==> config.mk <==
export PLATFORM = sky130hd
export DESIGN_NAME = pcrs_top
export DESIGN_NICKNAME = d
export VERILOG_FILES = /design/src/hw/pcrs_pkg.sv /design/src/hw/pcrs_top.sv /design/src/hw/pcrs_stack_mem.sv
export SDC_FILE = /design/constraint.sdc
export NUM_CORES = 1
export LEC_CHECK = 0
export CORE_UTILIZATION = 69
export CTS_CLUSTER_DIAMETER = 60
export DETAILED_ROUTE_END_ITERATION = 10
export DONT_BUFFER_PORTS = 1
export PLACE_DENSITY = 0.91
export SYNTH_ARGS = -nofsm -noshare
export SYNTH_HDL_FRONTEND = slang
export SYNTH_SLANG_ARGS = --single-unit
==> constraint.sdc <==
create_clock -name ref_clk -period 22.5 [get_ports ref_clk]
set_clock_uncertainty 0.1 [all_clocks]
set_input_delay 3.375 -clock ref_clk [delete_from_list [all_inputs] [get_ports ref_clk]]
set_output_delay 3.375 -clock ref_clk [all_outputs]
set_load 0.05 [all_outputs]
==> src/hw/pcrs_pkg.sv <==
package pcrs_pkg;

    // ------------------------------------------------------------
    // Register indices, byte address is four times the index
    // ------------------------------------------------------------
    localparam logic [9:0] IDX_PC_LOW = 10'h102;
    localparam logic [9:0] IDX_PC_LATCH = 10'h10a;
    localparam logic [9:0] IDX_STACK_PTR = 10'h120;
    localparam logic [9:0] IDX_TOS_LOW = 10'h121;
    localparam logic [9:0] IDX_TOS_HIGH = 10'h122;
    localparam logic [9:0] IDX_STATUS = 10'h123;
    localparam logic [9:0] IDX_MASK = 10'h124;
    localparam logic [9:0] IDX_CONFIG = 10'h125;

    // ------------------------------------------------------------
    // Widths, vectors and reset values
    // ------------------------------------------------------------
    localparam int PC_W = 15;
    localparam int FETCH_W = 13;
    localparam int SP_W = 5;
    localparam int DEPTH = 16;
    localparam logic [14:0] RESET_VECTOR = 15'h0000;
    localparam logic [14:0] INTR_VECTOR = 15'h0004;
    localparam logic [6:0] LATCH_RESET = 7'h00;
    localparam logic [4:0] SP_RESET = 5'h1f;
    localparam logic [4:0] SP_TOP = 5'h0f;
    localparam logic [4:0] SP_EMPTY = 5'h1f;
    localparam logic [4:0] SP_AFTER_UNF = 5'h0e;
    localparam logic [1:0] FLAGS_RESET = 2'h0;

    // ------------------------------------------------------------
    // Field positions
    // ------------------------------------------------------------
    localparam int FLAG_OVF = 0;
    localparam int FLAG_UNF = 1;
    localparam int CFG_WRAP_RST = 0;

endpackage

==> src/hw/pcrs_top.sv <==
// The implementer's own choice: the APB interface to the registers.
`timescale 1ns/1ns
module pcrs_top (
    input wire logic ref_clk,
    input wire logic rst,
    input wire logic ce,
    input wire logic psel,
    input wire logic penable,
    input wire logic pwrite,
    input wire logic [11:0] paddr,
    input wire logic [31:0] pwdata,
    output logic [31:0] prdata,
    output logic pready,
    output logic pslverr,
    input wire logic step_req,
    input wire logic jump_req,
    input wire logic call_req,
    input wire logic intr_req,
    input wire logic ret_req,
    input wire logic [14:0] target_addr,
    output logic [14:0] pc,
    output logic [12:0] fetch_addr,
    output logic stack_reset_req,
    output logic irq
);

    // ------------------------------------------------------------
    // Declarations
    // ------------------------------------------------------------
    logic [14:0] next_pc;
    logic [6:0] pc_upper_latch;
    logic [6:0] next_pc_upper_latch;
    logic [4:0] stack_pointer_reg;
    logic [4:0] next_stack_pointer_reg;
    logic [1:0] flags;
    logic [1:0] next_flags;
    logic [1:0] mask;
    logic [1:0] next_mask;
    logic stack_wrap_reset_enable;
    logic next_stack_wrap_reset_enable;
    logic next_stack_reset_req;
    logic [31:0] next_prdata;
    logic next_pslverr;
    logic wr_en;
    logic [3:0] wr_idx;
    logic [14:0] wr_data;
    logic [14:0] tos;
    logic do_push;
    logic do_pop;
    logic ovf;
    logic unf;
    logic acc;
    logic wr;
    logic [9:0] idx;

    // Word index of the access compared against one register's index
    function automatic logic hit(input logic [9:0] a, input logic [9:0] r);
        return a == r;
    endfunction

    function automatic logic known(input logic [9:0] a);
        return hit(a, pcrs_pkg::IDX_PC_LOW) || hit(a, pcrs_pkg::IDX_PC_LATCH)
            || hit(a, pcrs_pkg::IDX_STACK_PTR)
            || hit(a, pcrs_pkg::IDX_TOS_LOW)
            || hit(a, pcrs_pkg::IDX_TOS_HIGH)
            || hit(a, pcrs_pkg::IDX_STATUS) || hit(a, pcrs_pkg::IDX_MASK)
            || hit(a, pcrs_pkg::IDX_CONFIG);
    endfunction

    // ------------------------------------------------------------
    // Bus decode
    // ------------------------------------------------------------
    // Zero wait states, so the access phase always completes at once
    assign pready = 1'b1;
    assign acc = psel && penable && ce;
    assign wr = acc && pwrite && known(idx);
    assign idx = paddr[11:2];

    // Interrupt has priority over call, call over return
    assign do_push = intr_req || call_req;
    assign do_pop = ret_req && !do_push;
    assign ovf = do_push && (stack_pointer_reg == pcrs_pkg::SP_TOP);
    assign unf = do_pop && (stack_pointer_reg == pcrs_pkg::SP_EMPTY);

    // ------------------------------------------------------------
    // Stack storage
    // ------------------------------------------------------------
    pcrs_stack_mem #(
        .DEPTH(pcrs_pkg::DEPTH),
        .WIDTH(pcrs_pkg::PC_W),
        .IDX_W(4)
    ) u_stack (
        .ref_clk(ref_clk),
        .rst(rst),
        .ce(ce),
        .wr_en(wr_en),
        .wr_idx(wr_idx),
        .wr_data(wr_data),
        .rd_idx(stack_pointer_reg[3:0]),
        .rd_data(tos)
    );

    // ------------------------------------------------------------
    // Program counter, pointer and stack write
    // ------------------------------------------------------------
    // Core operations win over a software write in the same cycle
    always_comb
    begin
        next_pc = pc;
        next_stack_pointer_reg = stack_pointer_reg;
        next_stack_reset_req = 1'b0;
        wr_en = 1'b0;
        wr_idx = stack_pointer_reg[3:0];
        wr_data = tos;
        if (do_push)
        begin
            if (ovf && stack_wrap_reset_enable)
            begin
                next_stack_reset_req = 1'b1;
            end
            else
            begin
                // Pointer first, then the entry it now names
                next_stack_pointer_reg = stack_pointer_reg + 5'h01;
                if (ovf)
                begin
                    next_stack_pointer_reg = 5'h00;
                end
                wr_en = 1'b1;
                wr_idx = next_stack_pointer_reg[3:0];
                wr_data = pc;
            end
            next_pc = intr_req ? pcrs_pkg::INTR_VECTOR : target_addr;
        end
        else if (do_pop)
        begin
            if (unf && stack_wrap_reset_enable)
            begin
                next_stack_reset_req = 1'b1;
            end
            else
            begin
                next_pc = tos;
                next_stack_pointer_reg = unf ? pcrs_pkg::SP_AFTER_UNF
                    : stack_pointer_reg - 5'h01;
            end
        end
        else if (jump_req)
        begin
            next_pc = target_addr;
        end
        else if (step_req)
        begin
            next_pc = pc + 15'h0001;
        end
        else if (wr && hit(idx, pcrs_pkg::IDX_PC_LOW))
        begin
            next_pc = {pc_upper_latch, pwdata[7:0]};
        end
        else if (wr && hit(idx, pcrs_pkg::IDX_STACK_PTR))
        begin
            // An interrupt push here would win
            next_stack_pointer_reg = pwdata[4:0];
        end
        else if (wr && hit(idx, pcrs_pkg::IDX_TOS_LOW))
        begin
            wr_en = 1'b1;
            wr_data = {tos[14:8], pwdata[7:0]};
        end
        else if (wr && hit(idx, pcrs_pkg::IDX_TOS_HIGH))
        begin
            wr_en = 1'b1;
            wr_data = {pwdata[6:0], tos[7:0]};
        end
    end

    always_ff @(posedge ref_clk or posedge rst)
    begin
        if (rst)
        begin
            pc <= pcrs_pkg::RESET_VECTOR;
            stack_pointer_reg <= pcrs_pkg::SP_RESET;
            stack_reset_req <= 1'b0;
        end
        else if (ce)
        begin
            pc <= next_pc;
            stack_pointer_reg <= next_stack_pointer_reg;
            stack_reset_req <= next_stack_reset_req;
        end
    end

    // Upper bits above 8K are ignored, so fetches wrap without fault
    assign fetch_addr = pc[12:0];

    // ------------------------------------------------------------
    // Software registers and sticky flags
    // ------------------------------------------------------------
    // Set beats write-one-to-clear in the same cycle
    always_comb
    begin
        next_pc_upper_latch = pc_upper_latch;
        next_mask = mask;
        next_stack_wrap_reset_enable = stack_wrap_reset_enable;
        next_flags = flags;
        if (wr && hit(idx, pcrs_pkg::IDX_PC_LATCH))
        begin
            next_pc_upper_latch = pwdata[6:0];
        end
        if (wr && hit(idx, pcrs_pkg::IDX_MASK))
        begin
            next_mask = pwdata[1:0];
        end
        if (wr && hit(idx, pcrs_pkg::IDX_CONFIG))
        begin
            next_stack_wrap_reset_enable = pwdata[pcrs_pkg::CFG_WRAP_RST];
        end
        if (wr && hit(idx, pcrs_pkg::IDX_STATUS))
        begin
            next_flags = flags & ~pwdata[1:0];
        end
        next_flags[pcrs_pkg::FLAG_OVF] = next_flags[pcrs_pkg::FLAG_OVF] | ovf;
        next_flags[pcrs_pkg::FLAG_UNF] = next_flags[pcrs_pkg::FLAG_UNF] | unf;
    end

    always_ff @(posedge ref_clk or posedge rst)
    begin
        if (rst)
        begin
            pc_upper_latch <= pcrs_pkg::LATCH_RESET;
            mask <= pcrs_pkg::FLAGS_RESET;
            stack_wrap_reset_enable <= 1'b0;
            flags <= pcrs_pkg::FLAGS_RESET;
        end
        else if (ce)
        begin
            pc_upper_latch <= next_pc_upper_latch;
            mask <= next_mask;
            stack_wrap_reset_enable <= next_stack_wrap_reset_enable;
            flags <= next_flags;
        end
    end

    assign irq = |(flags & mask);

    // ------------------------------------------------------------
    // Read data and error answer
    // ------------------------------------------------------------
    // Registered read data; the value of the pre-access cycle is shown
    always_comb
    begin
        next_prdata = 32'h0000_0000;
        next_pslverr = 1'b0;
        case (idx)
            pcrs_pkg::IDX_PC_LOW: next_prdata[7:0] = pc[7:0];
            pcrs_pkg::IDX_PC_LATCH: next_prdata[6:0] = pc_upper_latch;
            pcrs_pkg::IDX_STACK_PTR: next_prdata[4:0] = stack_pointer_reg;
            pcrs_pkg::IDX_TOS_LOW: next_prdata[7:0] = tos[7:0];
            pcrs_pkg::IDX_TOS_HIGH: next_prdata[6:0] = tos[14:8];
            pcrs_pkg::IDX_STATUS: next_prdata[1:0] = flags;
            pcrs_pkg::IDX_MASK: next_prdata[1:0] = mask;
            pcrs_pkg::IDX_CONFIG: next_prdata[0] = stack_wrap_reset_enable;
            default: next_pslverr = 1'b1;
        endcase
        if (!(psel && !penable))
        begin
            next_prdata = prdata;
            next_pslverr = pslverr;
        end
    end

    always_ff @(posedge ref_clk or posedge rst)
    begin
        if (rst)
        begin
            prdata <= 32'h0000_0000;
            pslverr <= 1'b0;
        end
        else if (ce)
        begin
            prdata <= next_prdata;
            pslverr <= next_pslverr;
        end
    end
endmodule

==> src/hw/pcrs_stack_mem.sv <==
`timescale 1ns/1ns
// Flip-flop return stack, one write port and one read port
module pcrs_stack_mem #(
    parameter int DEPTH = 16,
    parameter int WIDTH = 15,
    parameter int IDX_W = 4
) (
    input wire logic ref_clk,
    input wire logic rst,
    input wire logic ce,
    input wire logic wr_en,
    input wire logic [IDX_W-1:0] wr_idx,
    input wire logic [WIDTH-1:0] wr_data,
    input wire logic [IDX_W-1:0] rd_idx,
    output logic [WIDTH-1:0] rd_data
);

    logic [WIDTH-1:0] mem [DEPTH];
    logic [WIDTH-1:0] next_mem [DEPTH];

    // ------------------------------------------------------------
    // Storage apart from program and data space
    // ------------------------------------------------------------
    always_comb
    begin
        next_mem = mem;
        if (wr_en)
        begin
            next_mem[wr_idx] = wr_data;
        end
    end

    always_ff @(posedge ref_clk or posedge rst)
    begin
        if (rst)
        begin
            for (int i = 0; i < DEPTH; i++)
            begin
                mem[i] <= '0;
            end
        end
        else if (ce)
        begin
            mem <= next_mem;
        end
    end

    // Combinational read so top of stack follows the pointer at once
    assign rd_data = mem[rd_idx];

endmodule

==> metrics.cfg <==
[outcome]
run_status=finished, final reports clean

[final_layout]
nets=1198
top_register=u_stack.mem
area_growth_pct=6.11
n_antenna_cell=0
largest_reg_flops=240
final_cell_mix=dfrtp_1, mux2_2, mux4_2
top_regs=u_stack.mem: 240 flops, pc: 15 flops, prdata: 8 flops
filler_cell_count=1230
share_of_layout_cells_above_drive_strength_1=0.368
mostFrequentLayoutCell=dfrtp_1
postLayoutCoreUtil=0.748

[cts]
hold_buf_count_cts=0
worst_case_clock_buffer_depth=3
cts-buffers-inserted=29
cts.clk_slew.worst_paths_ns=0.06
clkLatencyLatePin_ns=0.56
h-tree-depth=1
numClockSinks=282
cts-resized-gates=0
cts.repair_timing.setup_buffer_count=0
clock-root-buffer=clkbuf_16
cts_tree=built

[die]
io_pins=134
initial_core_util=0.705
die_h_um=149
row_count=53
coreArea_mm2=0.0210
fp.dieW_um=149
design.die.area_mm2=0.0221

[setup_path]
timing.critical_path.to_type=flip-flop
critPathSlowestCell=nand4_1
required_ns=22.82
setup.worst_path.start_class=primary input
setup_cp_type=primary input to flip-flop
worst-path-max-fanout=19
critical_path.max_stage_delay_ns=1.11
crit_chain=nor2_1, a31oi_2, mux2i_1, nand4_1, mux2_2
critical_path_arrival_ns=6.75

[global_route]
globalRouteTotalUtil=0.376
via_count_of_the_first_global_routing_pass=10800
globalRouteOverflowTotal=0
antenna_found_initial=0
grt_max_degree=159
global_route_wire_length_before_repair_mm=62.5

[pwr]
vdd_drop_max_mv=0.0804
power.total_mw=1.90
leakage_nw=7.10
power-per-cell-area_mw_per_mm2=121

[synthesis]
synth_top_area_frac=0.468
ys_dominant_reg_cell=dfrtp_1
yosys.area.top_type=dfrtp_1
synth-edff-count=0
yosys.cell_types.count=77
syn-mean-instance-area_um2=12.7
postSynthCellCount=1169
synth-seq-area-share=0.476
postSynthRegisterBits=282
synth-warning-count=0
yosys-top-cells-area=dfrtp_1, mux2_2, mux4_2, buf_4, nand2_1
async_set_reset_flop_share_out_of_synthesis=1.00
syn-cell-area_mm2=0.0148

[sta]
final.setup.tns_ns=0
hold_slack_ns=0.400
finalCritPeriodShare=0.286
final-setup-viol-count=0
fin_crit_ns=6.43
tightestPinTransition_ns=1.35
fmax_mhz=155
finalMaxSlewViolations=0
rsz0062_at_grt=false
report.final.hold_viol_count=0
timing.max_slew.rel_slack=0.0991

[run]
cap_violations=0

[detailed_routing]
route.detailed.drc=0
vias=10500
drt_antenna_net_count=0
drt_iter0_markers=1253
post_drt_wl_per_cell_um=27.9
drt_first_pass_iters=6
routed_wl_mm=39.7
viasPerCell=7.36

[hold_path]
hp-class=flip-flop to flip-flop

[place]
post-dp-hpwl_mm=24.8
placer_congestion=0.992
io_buffer_count=0

-- routing by layer --
layer	vias up	part of all wire	global-route usage
met5	-	0	0
met4	0	0.055	0.197
met3	195	0.10	0.0837
met2	778	0.47	0.593
met1	5256	0.37	0.491
li1	4241	-	-
-- synthesized netlist by cell type (4+ instances only) --
cell      instances
dfrtp_1         277
mux2_2          244
mux4_2           60
nand2_1          57
nor2_1           49
clkbuf_1         45
buf_4            40
o21ai_0          32
buf_2            31
a21oi_1          22
nand3_1          21
a22oi_1          19
a22o_1           18
nand4_1          15
mux2i_1          14
nor2b_1          14
nor3_1           14
buf_1            10
mux2_4           10
or3_1            10
a211oi_1          9
a21o_1            9
a221oi_1          9
inv_1             9
o22ai_1           9
nand2b_1          8
xnor2_1           8
nor4_1            6
dfstp_2           5
or2_2             5
xor2_1            5
a32oi_1           4
nor3_2            4
nor3b_1           4
o31ai_1           4
-- worst max-delay path: cells and delay by family --
kind | cells | cell delay [ns]
muxes | 2 | 1.29
AOI/OAI and AO/OA | 1 | 0.36
and+or+nand+nor | 2 | 1.71
-- power breakdown --
part           switching, mW  leakage [nW]  internal (mW)
Combinational          0.318          2.88          0.293
Sequential             0.146          3.76          0.680
Clock                  0.201         0.461          0.262
-- final cells by class --
cell class	instances	area, µm²	area share
Clock buffer	37	796	0.0506
Clock inverter	17	123	0.00779
Inverter	10	45.0	0.00286
Multi-Input combinational cell	772	7130	0.453
Sequential cell	282	7070	0.449
Tap cell	275	344	0.0219
Timing Repair Buffer	30	225	0.0143
-- cells by family after synthesis --
kind of cell | synth area share
buf+inv | 0.0487
xor+xnor | 0.00768
other cells | 0.000507
fa+ha+maj | 0.00253
mux | 0.296
flops | 0.476
simple gates | 0.0840
compound gates | 0.0841
-- stage by stage --
stage | area (µm²) | instances | setup WS [ns]
CTS | 15700 | 1423 | 16.20
global placement | 14800 | 1369 | 15.68
floorplan | 14900 | 1192 | 11.25
global route | 15700 | 1423 | 15.96
finish | 15700 | 1423 | 16.07
detailed placement | 14800 | 1369 | 15.67
-- path summary, 6_finish.rpt --
check	cells after the start	startpoint	end	slack [ns]
min reg2reg	1	u_stack.mem[141]$_DFFE_PP0P_	u_stack.mem[141]$_DFFE_PP0P_	0.40
min in group asynchronous	1	rst	u_stack.mem[227]$_DFFE_PP0P_	2.76
max reg2reg	5	stack_pointer_reg[3]$_DFFE_PP1P_	u_stack.mem[155]$_DFFE_PP0P_	17.51
max	5	intr_req	u_stack.mem[155]$_DFFE_PP0P_	16.07
max in group asynchronous	2	rst	u_stack.mem[229]$_DFFE_PP0P_	18.06
min	1	u_stack.mem[141]$_DFFE_PP0P_	u_stack.mem[141]$_DFFE_PP0P_	0.40
Power figures use the tool's default switching activity.
